**config.mk**
```make
export PLATFORM = sky130hd
export DESIGN_NAME = pio_pin_control
export DESIGN_NICKNAME = d
export VERILOG_FILES = /design/src/rtl/pio_pkg.sv /design/src/rtl/pio_pin_control.sv
export SDC_FILE = /design/constraint.sdc
export NUM_CORES = 1
export LEC_CHECK = 0
export BUFFER_PORTS_ARGS = -buffer_cell sky130_fd_sc_hd__buf_4
export CORE_ASPECT_RATIO = 0.5
export CORE_MARGIN = 2
export CORE_UTILIZATION = 48
export DETAILED_ROUTE_END_ITERATION = 10
export PLACE_DENSITY = 0.87
export REMOVE_ABC_BUFFERS = 1
export SETUP_SLACK_MARGIN = 0.15
export SYNTH_ARGS = -nofsm -noshare
export SYNTH_HDL_FRONTEND = slang
export SYNTH_SLANG_ARGS = --single-unit
```
**constraint.sdc**
```tcl
create_clock -name mclk -period 2.25 [get_ports mclk]
set_clock_uncertainty 0.1 [all_clocks]
set_input_delay 0.3375 -clock mclk [delete_from_list [all_inputs] [get_ports mclk]]
set_output_delay 0.3375 -clock mclk [all_outputs]
set_load 0.02 [all_outputs]
```
**src/rtl/pio_pkg.sv**
```systemverilog
// Constants, register map and field layout for the parallel I/O pin control block
package pio_pkg;
	localparam int NPORT = 3;
	localparam int NPIN = 24;
	localparam logic [4:0] OUTPUT_ONLY_PIN = 5'h04;
	localparam logic [4:0] MASTER_PIN = 5'h10;
	// Byte addresses; low page for data/direction, high page for pin controls
	localparam logic [9:0] PAGE_ZERO_BASE = 10'h000;
	localparam logic [9:0] HIGH_PAGE_BASE = 10'h100;
	localparam logic [9:0] PORT_STRIDE_LO = 10'h008;
	localparam logic [9:0] PORT_STRIDE_HI = 10'h00C;
	localparam logic [9:0] DIR_OFS = 10'h004;
	localparam logic [9:0] SLEW_OFS = 10'h004;
	localparam logic [9:0] DRIVE_OFS = 10'h008;
	localparam logic [9:0] GANG_ADDR = 10'h124;
	localparam logic [9:0] PM_ADDR = 10'h128;
	localparam logic [9:0] DEBUG_ADDR = 10'h12C;
	// Reset values
	localparam logic [7:0] DATA_RST = 8'h00;
	localparam logic [7:0] DIR_RST = 8'h00;
	localparam logic [7:0] PULL_RST = 8'h00;
	localparam logic [7:0] SLEW_RST = 8'hFF;
	localparam logic [7:0] DRIVE_RST = 8'h00;
	localparam logic [7:0] GANG_RST = 8'h00;
	localparam logic DEBUG_RST = 1'b1;
	// Power management and gang enable field positions
	localparam int PM_FLAG_BIT = 3;
	localparam int PM_ACK_BIT = 2;
	localparam int PM_PARTIAL_BIT = 0;
	localparam int GANG_EN_BIT = 0;
	// Ganged select bit 1..7 to flat pin index (port*8+bit)
	localparam logic [4:0] GANG_MAP [1:7] = '{5'h11, 5'h12, 5'h13, 5'h0A, 5'h0B, 5'h0C, 5'h0D};
	typedef enum logic [1:0] {PIO_RUN, PIO_STOP_LIGHT, PIO_STOP_PARTIAL} pio_stop_type;
endpackage

```
**src/rtl/pio_pin_control.sv**
```systemverilog
// Parallel I/O ports with pin control, ganged output and stop-mode latch hold
`timescale 1ns/1ns
module pio_pin_control
(
	input wire logic mclk,
	input wire logic sys_rst,
	input wire logic [9:0] avs_address,
	input wire logic avs_read,
	input wire logic avs_write,
	input wire logic [31:0] avs_writedata,
	input wire logic [3:0] avs_byteenable,
	output logic [31:0] avs_readdata,
	output logic avs_waitrequest,
	input wire logic [23:0] pin_in,
	input wire logic [23:0] periph_en,
	input wire logic [23:0] periph_oe,
	input wire logic [23:0] periph_out,
	input wire logic [23:0] analog_en,
	input wire logic debug_oe,
	input wire logic debug_out,
	input wire logic stop_request,
	input wire logic wake_request,
	output logic [23:0] pin_out,
	output logic [23:0] pin_oe,
	output logic [23:0] pin_pull_en,
	output logic [23:0] pin_slew_en,
	output logic [23:0] pin_drive_high,
	output logic [23:0] pin_ibuf_en,
	output logic io_hold
);

	// ****************************************
	// Register file
	// ****************************************
	logic [7:0] data_r [0:2];
	logic [7:0] pin_direction_bit_r [0:2];
	logic [7:0] pin_pull_enable_bit_r [0:2];
	logic [7:0] pin_slew_enable_bit_r [0:2];
	logic [7:0] pin_drive_high_bit_r [0:2];
	logic [7:0] ganged_output_control_r;
	logic debug_sel_r;
	logic power_down_recovered_flag_r;
	logic partial_sel_r;
	logic partial_locked_r;
	logic hold_r;
	logic ack_r;
	pio_pkg::pio_stop_type stop_r;
	logic [23:0] data_flat;
	logic [23:0] dir_flat;
	logic [23:0] pull_flat;
	logic [23:0] slew_flat;
	logic [23:0] drive_flat;
	logic [23:0] gang_mask;
	logic [23:0] oe_nxt;
	logic [23:0] out_nxt;
	logic [23:0] pull_nxt;
	logic [23:0] slew_nxt;
	logic [23:0] drive_nxt;
	logic [23:0] ibuf_nxt;
	logic [23:0] rd_bits;
	logic [31:0] rdata_nxt;
	logic wr_take;
	logic rd_take;
	logic reinit;
	logic ack_write;

	// Decode: kind 0 data, 1 direction, 2 pull, 3 slew, 4 drive; 7 means not a port register
	function automatic logic [4:0] pio_decode(input logic [9:0] a);
		logic [4:0] r;
		r = 5'h1F;
		for (int p = 0; p < pio_pkg::NPORT; p++)
		begin
			if (a == pio_pkg::PAGE_ZERO_BASE + 10'(p) * pio_pkg::PORT_STRIDE_LO)
				r = {2'(p), 3'h0};
			if (a == pio_pkg::PAGE_ZERO_BASE + 10'(p) * pio_pkg::PORT_STRIDE_LO + pio_pkg::DIR_OFS)
				r = {2'(p), 3'h1};
			if (a == pio_pkg::HIGH_PAGE_BASE + 10'(p) * pio_pkg::PORT_STRIDE_HI)
				r = {2'(p), 3'h2};
			if (a == pio_pkg::HIGH_PAGE_BASE + 10'(p) * pio_pkg::PORT_STRIDE_HI + pio_pkg::SLEW_OFS)
				r = {2'(p), 3'h3};
			if (a == pio_pkg::HIGH_PAGE_BASE + 10'(p) * pio_pkg::PORT_STRIDE_HI + pio_pkg::DRIVE_OFS)
				r = {2'(p), 3'h4};
		end
		return r;
	endfunction

	// Accept on the second cycle of a request; the first cycle prepares read data
	assign avs_waitrequest = (avs_read | avs_write) & ~ack_r;
	assign wr_take = avs_write & ack_r & avs_byteenable[0];
	assign rd_take = avs_read & ~ack_r;
	assign ack_write = wr_take & (avs_address == pio_pkg::PM_ADDR) & avs_writedata[pio_pkg::PM_ACK_BIT];
	// Recovery from partial power-down loses register contents, so they restart at reset values
	assign reinit = sys_rst | (stop_r == pio_pkg::PIO_STOP_PARTIAL & wake_request);

	// Bus handshake phase
	always_ff @(posedge mclk)
	begin
		if (sys_rst)
			ack_r <= 1'b0;
		else
			ack_r <= (avs_read | avs_write) & ~ack_r;
	end

	// Port registers; pin controls have their own addresses so writes never cross over
	always_ff @(posedge mclk)
	begin
		if (reinit)
		begin
			for (int p = 0; p < pio_pkg::NPORT; p++)
			begin
				data_r[p] <= pio_pkg::DATA_RST;
				pin_direction_bit_r[p] <= pio_pkg::DIR_RST;
				pin_pull_enable_bit_r[p] <= pio_pkg::PULL_RST;
				pin_slew_enable_bit_r[p] <= pio_pkg::SLEW_RST;
				pin_drive_high_bit_r[p] <= pio_pkg::DRIVE_RST;
			end
		end
		else if (wr_take)
		begin
			for (int p = 0; p < pio_pkg::NPORT; p++)
			begin
				// Data latches in every bit whatever the direction
				if (pio_decode(avs_address) == {2'(p), 3'h0})
					data_r[p] <= avs_writedata[7:0];
				if (pio_decode(avs_address) == {2'(p), 3'h1})
					pin_direction_bit_r[p] <= avs_writedata[7:0];
				if (pio_decode(avs_address) == {2'(p), 3'h2})
					pin_pull_enable_bit_r[p] <= avs_writedata[7:0];
				if (pio_decode(avs_address) == {2'(p), 3'h3})
					pin_slew_enable_bit_r[p] <= avs_writedata[7:0];
				if (pio_decode(avs_address) == {2'(p), 3'h4})
					pin_drive_high_bit_r[p] <= avs_writedata[7:0];
			end
		end
	end

	// Ganged control and debug function select, both on the high page
	always_ff @(posedge mclk)
	begin
		if (reinit)
		begin
			ganged_output_control_r <= pio_pkg::GANG_RST;
			debug_sel_r <= pio_pkg::DEBUG_RST;
		end
		else if (wr_take)
		begin
			if (avs_address == pio_pkg::GANG_ADDR)
				ganged_output_control_r <= avs_writedata[7:0];
			if (avs_address == pio_pkg::DEBUG_ADDR)
				debug_sel_r <= avs_writedata[0];
		end
	end

	// ****************************************
	// Stop modes and power-down recovery
	// ****************************************
	// Stop mode is chosen by the write-once partial select at the moment of the stop request
	always_ff @(posedge mclk)
	begin
		if (sys_rst)
			stop_r <= pio_pkg::PIO_RUN;
		else
		begin
			unique case (stop_r)
				pio_pkg::PIO_RUN:
					if (stop_request)
						stop_r <= partial_sel_r ? pio_pkg::PIO_STOP_PARTIAL : pio_pkg::PIO_STOP_LIGHT;
				pio_pkg::PIO_STOP_LIGHT:
					if (wake_request)
						stop_r <= pio_pkg::PIO_RUN;
				pio_pkg::PIO_STOP_PARTIAL:
					if (wake_request)
						stop_r <= pio_pkg::PIO_RUN;
				default:
					stop_r <= pio_pkg::PIO_RUN;
			endcase
		end
	end

	// Write-once partial power-down select
	always_ff @(posedge mclk)
	begin
		if (sys_rst)
		begin
			partial_sel_r <= 1'b0;
			partial_locked_r <= 1'b0;
		end
		else if (wr_take && avs_address == pio_pkg::PM_ADDR && !partial_locked_r)
		begin
			partial_sel_r <= avs_writedata[pio_pkg::PM_PARTIAL_BIT];
			partial_locked_r <= 1'b1;
		end
	end

	// Recovered flag: a wake in the same cycle as the acknowledge keeps the flag set
	always_ff @(posedge mclk)
	begin
		if (sys_rst)
			power_down_recovered_flag_r <= 1'b0;
		else if (stop_r == pio_pkg::PIO_STOP_PARTIAL && wake_request)
			power_down_recovered_flag_r <= 1'b1;
		else if (ack_write)
			power_down_recovered_flag_r <= 1'b0;
	end

	// Latch hold from partial stop entry until the acknowledge after recovery
	always_ff @(posedge mclk)
	begin
		if (sys_rst)
			hold_r <= 1'b0;
		else if (stop_r == pio_pkg::PIO_RUN && stop_request && partial_sel_r)
			hold_r <= 1'b1;
		else if (ack_write && stop_r == pio_pkg::PIO_RUN)
			hold_r <= 1'b0;
	end
	assign io_hold = hold_r;

	// ****************************************
	// Pin priority logic
	// ****************************************
	always_comb
	begin
		gang_mask = '0;
		for (int k = 1; k <= 7; k++)
			gang_mask[pio_pkg::GANG_MAP[k]] = ganged_output_control_r[k];
		gang_mask[pio_pkg::MASTER_PIN] = 1'b1;
		if (!ganged_output_control_r[pio_pkg::GANG_EN_BIT])
			gang_mask = '0;
	end

	assign data_flat = {data_r[2], data_r[1], data_r[0]};
	assign dir_flat = {pin_direction_bit_r[2], pin_direction_bit_r[1], pin_direction_bit_r[0]};
	assign pull_flat = {pin_pull_enable_bit_r[2], pin_pull_enable_bit_r[1], pin_pull_enable_bit_r[0]};
	assign slew_flat = {pin_slew_enable_bit_r[2], pin_slew_enable_bit_r[1], pin_slew_enable_bit_r[0]};
	assign drive_flat = {pin_drive_high_bit_r[2], pin_drive_high_bit_r[1], pin_drive_high_bit_r[0]};

	// Analog first, then ganged, then debug on the output-only pin, then peripheral, then the port itself
	always_comb
	begin
		for (int i = 0; i < pio_pkg::NPIN; i++)
		begin
			out_nxt[i] = data_flat[i];
			drive_nxt[i] = drive_flat[i];
			slew_nxt[i] = slew_flat[i];
			oe_nxt[i] = dir_flat[i];
			ibuf_nxt[i] = (5'(i) != pio_pkg::OUTPUT_ONLY_PIN);
			if (analog_en[i])
			begin
				oe_nxt[i] = 1'b0;
				ibuf_nxt[i] = 1'b0;
			end
			else if (gang_mask[i])
			begin
				oe_nxt[i] = 1'b1;
				out_nxt[i] = data_flat[pio_pkg::MASTER_PIN];
				drive_nxt[i] = drive_flat[pio_pkg::MASTER_PIN];
				slew_nxt[i] = slew_flat[pio_pkg::MASTER_PIN];
			end
			else if (5'(i) == pio_pkg::OUTPUT_ONLY_PIN && debug_sel_r)
			begin
				oe_nxt[i] = debug_oe;
				out_nxt[i] = debug_out;
			end
			else if (periph_en[i])
			begin
				oe_nxt[i] = periph_oe[i];
				out_nxt[i] = periph_out[i];
			end
			slew_nxt[i] = slew_nxt[i] & oe_nxt[i];
			pull_nxt[i] = pull_flat[i] & ~oe_nxt[i] & ~analog_en[i];
			// Read source stays with the direction bit even under a shared function
			rd_bits[i] = dir_flat[i] ? data_flat[i] : (ibuf_nxt[i] & pin_in[i]);
		end
	end

	// Pad controls are registered; while held they keep the pre-stop state
	always_ff @(posedge mclk)
	begin
		if (sys_rst)
		begin
			pin_out <= '0;
			pin_oe <= '0;
			pin_pull_en <= '0;
			pin_slew_en <= '0;
			pin_drive_high <= '0;
			pin_ibuf_en <= '0;
		end
		else if (!hold_r)
		begin
			pin_out <= out_nxt;
			pin_oe <= oe_nxt;
			pin_pull_en <= pull_nxt;
			pin_slew_en <= slew_nxt;
			pin_drive_high <= drive_nxt;
			pin_ibuf_en <= ibuf_nxt;
		end
	end

	// ****************************************
	// Read path
	// ****************************************
	// Unmapped addresses read zero; unused upper bits read zero
	always_comb
	begin
		rdata_nxt = '0;
		for (int p = 0; p < pio_pkg::NPORT; p++)
		begin
			if (pio_decode(avs_address) == {2'(p), 3'h0})
				rdata_nxt[7:0] = rd_bits[p*8 +: 8];
			if (pio_decode(avs_address) == {2'(p), 3'h1})
				rdata_nxt[7:0] = pin_direction_bit_r[p];
			if (pio_decode(avs_address) == {2'(p), 3'h2})
				rdata_nxt[7:0] = pin_pull_enable_bit_r[p];
			if (pio_decode(avs_address) == {2'(p), 3'h3})
				rdata_nxt[7:0] = pin_slew_enable_bit_r[p];
			if (pio_decode(avs_address) == {2'(p), 3'h4})
				rdata_nxt[7:0] = pin_drive_high_bit_r[p];
		end
		if (avs_address == pio_pkg::GANG_ADDR)
			rdata_nxt[7:0] = ganged_output_control_r;
		if (avs_address == pio_pkg::DEBUG_ADDR)
			rdata_nxt[0] = debug_sel_r;
		if (avs_address == pio_pkg::PM_ADDR)
		begin
			rdata_nxt[pio_pkg::PM_FLAG_BIT] = power_down_recovered_flag_r;
			rdata_nxt[pio_pkg::PM_PARTIAL_BIT] = partial_sel_r;
		end
	end

	// Read data captured in the waiting cycle so it stands at the accepting edge
	always_ff @(posedge mclk)
	begin
		if (sys_rst)
			avs_readdata <= '0;
		else if (rd_take)
			avs_readdata <= rdata_nxt;
	end
endmodule

```
# Word level (Yosys, flattened, before mapping)
# Memory sizes are Yosys's and may differ from the RTL's.
# Index checks and enable logic that the tools add are counted.
# classes
n_eq_ne	49
n_mux	407
n_bitwise	168
n_reduce_logical	17
# ops
operator	count
two-way mux 1 bit	354
two-way mux 8 bit	31
equality test 10 x 9 -> 1 bit (second input constant)	12
bitwise AND 1 bit	102
two-way mux 5 bit	17
equality test 5 x 4 -> 1 bit (second input constant)	10
equality test 5 bit (second input constant)	10
inverter 1 bit	49
equality test 10 x 4 -> 1 bit (second input constant)	2
equality test 10 x 5 -> 1 bit (second input constant)	2
equality test 5 x 2 -> 1 bit (second input constant)	4
two-way mux 20 bit	1
bitwise OR 1 bit	17
equality test 10 x 3 -> 1 bit (second input constant)	1
equality test 5 x 1 -> 1 bit (second input constant)	2
equality test 5 x 3 -> 1 bit (second input constant)	2
zero test 10 bit	1
zero test 5 bit	2
logical AND 1 bit	6
two-way mux 2 bit	3
AND reduction 2 bit	3
case mux 2 bit (2 select lines)	1
nonzero test 2 bit	2
equality test 2 x 1 -> 1 bit (second input constant)	1
other kinds (6)	6
# totals
elab_cells	661
mem_count	5
register_bits	167
output_inout_bits	178
in_bits	174
ramBits	120
# memory_table
memory	depth	word_bits	rd	rd_clocked_by_memory_dff	write_ports	line	rtl
data_r	3	8	3	0	3	pio_pin_control.sv:35	logic [7:0] data_r [0:2];
pin_direction_bit_r	3	8	3	0	3	pio_pin_control.sv:36	logic [7:0] pin_direction_bit_r [0:2];
pin_drive_high_bit_r	3	8	3	0	3	pio_pin_control.sv:39	logic [7:0] pin_drive_high_bit_r [0:2];
pin_pull_enable_bit_r	3	8	3	0	3	pio_pin_control.sv:37	logic [7:0] pin_pull_enable_bit_r [0:2];
pin_slew_enable_bit_r	3	8	3	0	3	pio_pin_control.sv:38	logic [7:0] pin_slew_enable_bit_r [0:2];

# Logic depth before layout (Yosys ltp)
# Gate-level depths: netlist (run 1).
# logic_depth
word_depth	35
mapped_depth	9
depth_no_buf	7

# Least setup slack after synthesis (run 1)
# No wires, ideal clock.
# synth_timing
path_kind	input port to flip-flop
start	input avs_address[1]
end	memory pin_direction_bit_r[2][0] (netlist: pin_direction_bit_r[0][16]), enable pin
path_buffers	2
setup_time_ns	0.384
stages	5
setup_slack_ns	-0.227
t_arrival_ns	1.993
required_ns	1.766
path_cell_list	buf_2 nor4b_1 buf_2 nand2_1 o21ai_0
# synth_rtl
item	line	rtl
from (decl)	pio_pin_control.sv:7	input wire logic [9:0] avs_address,
to (decl)	pio_pin_control.sv:36	

==> results by group, run 1 <==
Run status
  • Status: finished, final reports clean

Clock network
  • CTS H-tree lvls: 1
  • CTS clock-pin slew for the worst setup and hold paths: roughly 0.070 ns
  • CTS tree: built
  • Clock root cell: clkbuf_16
  • Clk_lat worst skew: around 0.56 ns
  • CTS Buf Count: 26
  • Max clock buf depth: 3
  • Clock sinks: 287

Setup path
  • Critical path class: reg2reg
  • CP arrival: about 2.2 ns
  • R2R depth: 5
  • Crit. End Element: flip-flop
  • Worst path required time: 2.40 ns
  • Critical path launch point type: flip-flop
  • Worst-path fanout max: 6

Timing
  • Slew @ Worst Pin: 0.7730 ns
  • Final period utilization: between 90% and 100%
  • Slew margin rel.: approximately 48%
  • Max Fclk: 0.4852 GHz
  • Setup-failing EPs final: 0
  • Final worst path period need: just over 2 ns
  • Final setup TNS: 0 ns
  • Final WS setup: 0.1888 ns
  • Final hold viol count: 0
  • Max Transition Viols Final: 0
  • RSZ-0062 raised after global routing: no

Logic synthesis
  • Yosys warns: 0
  • Ys async rst share: 0%
  • Register area share after synthesis: 52.42%
  • Main synth FF type: dfxtp_1
  • Post-synth EDFFs: 120
  • Mean Syn Cell Area: 9.547 um2
  • Synth cell types: 80
  • Syn Inst Count: 1388
  • Post-Syn Area: 0.01325 mm2
  • Register bit total from synthesis: 287

Placement
  • Dpl ws: -0.4931 ns
  • Hpwl dp: 39280 um
  • Post-Place Cells: 2128
  • I/O Buffers: 298
  • Gpl congestion: 1.086

Floorplanning
  • Num ports: 352
  • Die area: 0.02903 mm2
  • Chip width: 239.0 um
  • Num rows: between 40 and 50
  • Initial core utilization: 49.44%
  • Die H: 121.5 um
  • Core footprint: 0.02680 mm2

Power and ir drop
  • Pleak: ~0.0074 uW
  • Peak VDD IR: 0.6408 mV
  • P per Cell Area: 669.4 mW/mm2

Drt
  • Vias per cell: a little over 6
  • WL final: 52330 um
  • Drt pass-1 iters: 7
  • Vias: roughly 13000
  • Avg WL per Cell: around 24 um
  • # DRC: 0
  • Initial DRC Count: approximately 2100
  • Post-DRT Antenna Nets: 0

Global routing
  • GRT Resource Usage Total: 35.29%
  • Number of global-route vias before repair: around 12000
  • GR Overflow Total: 0
  • Pin count of the biggest net entering global routing: 69
  • Initial antenna violation count: 3
  • First-pass GRT wire length: 76520 um

Finish
  • Fin nets: just under 2000
  • Fraction of layout cells with a size suffix above 1: about a third
  • Fillers: 2047
  • Area growth syn-to-layout: 36.46%
  • Non-Filler Instances: roughly 2200

Worst hold path
  • Hold Crit Depth: 3
  • Worst hold path type: in2reg

Flow run
  • Max cap viols: 0
per-stage QoR:
stage | hold WS, ns | total power [uW] | util (%) | area [um2]
detailed placement | 0.3566 | 7260 | 63.22 | 16940
finish | 0.02230 | 12100 | 67.47 | 18080
global route | 0.01979 | 12420 | 67.47 | 18080
global placement | 0.3523 | 7234 | 63.22 | 16940
floorplan | 0.3066 | 6372 | - | 12770
CTS | 0.008116 | 12050 | 67.16 | 18000
report_power, final:
group	total, uW	internal (uW)	switching (uW)
combinational	1500	642	854
clock	4890	2820	2070
sequential	5720	5580	141
Yosys cell counts (all sizes together), types with 3 or more instances:
cell     number  area share (%)
nor3         37             1.6
dfxtp       167              25
a211o         4            0.26
inv          16            0.45
nor2        261             7.5
clkbuf       59             1.7
a211oi        8            0.45
and3          5            0.24
or4b          3            0.23
o2111ai       3            0.20
o22ai         7            0.33
edfxtp      120              27
o21ai        70             2.6
nand2        67             1.9
o211ai        6            0.34
a21oi       143             5.4
a22o          6            0.40
nor4b         6            0.44
a221oi        8            0.53
a31oi         8            0.38
nor4         10            0.57
nor2b        28             1.3
a22oi        21             1.2
buf          56             2.6
nand3        27             1.0
nand4         7            0.33
o21a          5            0.28
and2         27             1.3
mux2i        74             5.6
nand2b       13            0.61
mux2          6            0.51
a311oi        5            0.33
a2bb2oi       3            0.20
a32oi        26             1.7
o41a          3            0.25
or2           3            0.14
o32ai         4            0.26
a2111oi       7            0.47
o41ai         4            0.26
nor3b        18             1.1
or4           4            0.25
a21o          3            0.17
layer usage:
layer	part of all wire, %	GRT usage, %	routed length, um	vias to the layer above
li1	-	-	-	5894
met1	39	48.87	20400	6238
met2	44	54.52	22860	984
met3	14	8.712	7232	156
met4	3.5	11.13	1835	0
met5	0	0	0	-
cell usage in the layout, fill, tap and decap left out, types with 13 or more instances in the layout:
master,Yosys,layout
a32oi_1,26,26
a22oi_1,21,21
a21oi_1,142,139
nand2_1,67,66
nor3_1,32,32
clkbuf_16,0,27
mux2i_1,74,74
dfxtp_1,167,165
edfxtp_1,120,120
nand3_1,27,27
buf_4,26,473
inv_1,16,16
nor2_1,259,258
nand2b_1,13,13
nor2b_1,28,28
o21ai_0,68,67
conb_1,1,25
and2_1,27,23
area by class of cell:
class / instances / area (um2) / share of cell area, %
flip-flops and latches: 287 / 6952 / 38.44
multi-input cells: 994 / 5892 / 32.58
repair buffers: 489 / 3802 / 21.03
clock buffers: 30 / 696.9 / 3.854
well taps: 352 / 440.4 / 2.435
clock inverters: 18 / 235.2 / 1.301
inverters: 16 / 60.06 / 0.3321
diodes: 2 / 5.005 / 0.02768
sequential cells by signal (all words and copies together), names as in the netlist:
signal and count:
power_down_recovered_flag_r 1, ack_r 1, pin_slew_en 24, pin_drive_high_bit_r 24, partial_sel_r 1, pin_oe 24
pin_ibuf_en 23, pin_drive_high 24, pin_out 24, avs_readdata 8, pin_pull_enable_bit_r 24, data_r 24
partial_locked_r 1, pin_pull_en 24, debug_sel_r 1, pin_direction_bit_r 24, io_hold 1, pin_slew_enable_bit_r 24
ganged_output_control_r 8, stop_r 2
cell families after synthesis:
logic type | Yosys count | share of synthesized area (%)
multiplexers | 80 | 6.099
AO/OA/AOI/OAI | 363 | 17.50
AND/OR/NAND/NOR | 524 | 19.01
adder cells (fa/ha/maj) | 2 | 0.1888
other | 1 | 0.02830
flip-flops | 287 | 52.42
buffers and inverters | 131 | 4.759
what timing repair did:
action	in CTS	in global routing
endpoints found under the setup margin	115	122
hold buffers	6	0
endpoints found under the hold margin	6	0
setup buffers	3	1
pin swaps	0	2
gates resized for setup	8	19
worst max-delay path, stage by stage, from the launching register on:
cell and delay [ns]:
dfxtp_1 0.41, and3_1 0.27, buf_4 0.19, nand2_1 0.10
o21ai_0 0.42, buf_4 0.27
worst paths after layout:
| check | startpoint | end | slack, ns |
|---|---|---|---|
| max | ack_r | pin_slew_enable_bit_r[0][21] | 0.19 |
| min | avs_read | ack_r | 0.02 |
| max reg2reg | ack_r | pin_slew_enable_bit_r[0][21] | 0.19 |
| min reg2reg | pin_pull_en[17] | pin_pull_en[17] | 0.36 |
Power figures use the tool's default switching activity.
==> inputs of run 2 (changes only) <==
Settings changed: RECOVER_POWER set to 50.
==> results by group, run 2 (same netlist as run 1, synthesis figures left out) <==
Clock network
  • Clock sinks: 287
  • CTS H-tree lvls: 1
  • CTS clock-pin slew for the worst setup and hold paths: ~0.070 ns
  • CTS Buf Count: 26
  • CTS tree: built
  • Max clock buf depth: 3
  • Clk_lat worst skew: 0.55 ns
  • Clock root cell: clkbuf_16

Timing
  • Setup-failing EPs final: 0
  • Worst hold slack: 0.01893 ns
  • Final setup TNS: 0 ns
  • RSZ-0062 raised after global routing: no
  • Final period utilization: 91.49%
  • Slew margin rel.: 37.10%
  • Final WS setup: 0.1914 ns
  • Final hold viol count: 0
  • Slew @ Worst Pin: 0.9435 ns
  • Final worst path period need: 2.059 ns
  • Max Fclk: 0.4858 GHz
  • Max Transition Viols Final: 0

Floorplanning
  • Die area: 0.02903 mm2
  • Num ports: 352
  • Chip width: 239.0 um
  • Die H: 121.5 um
  • Initial core utilization: 49.44%
  • Num rows: 42
  • Core footprint: approximately 0.027 mm2

Finish
  • Non-Filler Instances: 2188
  • Core Util, Final: ~65%
  • Fillers: 2212
  • Multi-input gate area: just under 0.006 mm2
  • Area growth syn-to-layout: 31.90%
  • Commonest non-fill, non-tap cell in the layout: buf_4
  • Commonest non-fill, non-tap cells in the layout: buf_4 (321), nor2_1 (258), dfxtp_1 (165), clkbuf_1 (154), a21oi_1 (139)
  • Seq. cell area: a little under 0.007 mm2
  • Fraction of layout cells with a size suffix above 1: 23.28%
  • Fin nets: 1990

Power and ir drop
  • Pleak: 0.006793 uW
  • P per Cell Area: around 700 mW/mm2
  • Peak VDD IR: between 0.6 and 0.7 mV

Drt
  • Post-DRT Antenna Nets: 0
  • Initial DRC Count: 2105
  • WL final: 52240 um
  • Vias: ~13000
  • Avg WL per Cell: 23.87 um
  • Drt pass-1 iters: 5
  • # DRC: 0
  • Vias per cell: 6.066

Global routing
  • Number of global-route vias before repair: ~12000
  • Initial antenna violation count: 3
  • Pin count of the biggest net entering global routing: 69
  • GRT Resource Usage Total: 35.29%
  • First-pass GRT wire length: around 77000 um
  • GR Overflow Total: 0

Placement
  • I/O Buffers: approximately 300
  • Hpwl dp: 39280 um
  • Post-Place Cells: 2128
  • Gpl congestion: 1.086
  • Dpl ws: -0.4931 ns

Run status
  • Status: finished, final reports clean

Setup path
  • Buf+Inv Stages, Crit Path: 2
  • CP arrival: 2.21 ns
  • CP max stage delay: ~0.43 ns
  • Worst path required time: between 2 and 2.5 ns
  • Cell mode on critical path: buf_4
  • Worst-path fanout max: 6
  • Critical path launch point type: flip-flop
  • Crit path max-delay family: buffers and inverters
  • CP max stage cell: o21ai_0
  • Critical path class: reg2reg
  • Sequence of cells on the critical path: and3_1, buf_4, nand2_1, o21ai_0, buf_4
  • Crit. End Element: flip-flop

Worst hold path
  • Worst hold path type: in2reg

Flow run
  • Max cap viols: 0
## run 2: cell count changes in the layout (fill, tap and decap cells not counted), sizes merged
cell / change
buf: -155
clkbuf: +155
## run 2: layer usage
layer  part of all wire (%)  track usage (%)  up-vias
met5                      0                0        -
met1                     39            48.87     6245
met3                     13            8.712      169
li1                       -                -     5886
met2                     44            54.52      972
met4                    3.8            11.13        0
## run 2: worst paths after layout
kind	start	to	slack, ns	depth (start not counted)
min	avs_write	ack_r	0.02	3
min reg2reg	pin_pull_en[17]	pin_pull_en[17]	0.36	2
max reg2reg	ack_r	pin_slew_enable_bit_r[0][22]	0.19	5
max	ack_r	pin_slew_enable_bit_r[0][22]	0.19	5
## run 2: area by class of cell
class / count / area share, %
Sequential cell: 287 / 39.77
Clock buffer: 30 / 3.987
Antenna cell: 2 / 0.02863
Clock inverter: 18 / 1.346
Tap cell: 352 / 2.520
Inverter: 16 / 0.3436
Timing Repair Buffer: 489 / 18.30
Multi-Input combinational cell: 994 / 33.71
## run 2: stage by stage
stage	total power, uW	cell area [um2]
2_1_floorplan	6372	12770
3_3_place_gp	7234	16940
3_5_place_dp	7260	16940
4_1_cts	12050	18000
5_1_grt	12330	17480
6_report	12000	17480
## run 2: report_power, final
part / internal, uW / switching [uW] / total [uW] / leakage (uW)
Clock: 2820 / 2060 / 4880 / 0.000455
Combinational: 552 / 851 / 1400 / 0.00381
Sequential: 5580 / 138 / 5720 / 0.00253
Total: 8950 / 3050 / 12000 / 0.00679
## run 2: worst min-delay path, delay by kind of cell
family,cells,cell delay [ns]
buffers and inverters,1,0.09
and+or+nand+nor,2,0.19
## run 2: timing repair
action,in CTS,in global routing
pin swaps,0,2
hold buffers,6,0
hold endpoints to repair,6,0
gates resized for setup,8,19
setup buffers,3,1
setup endpoints to repair,115,122
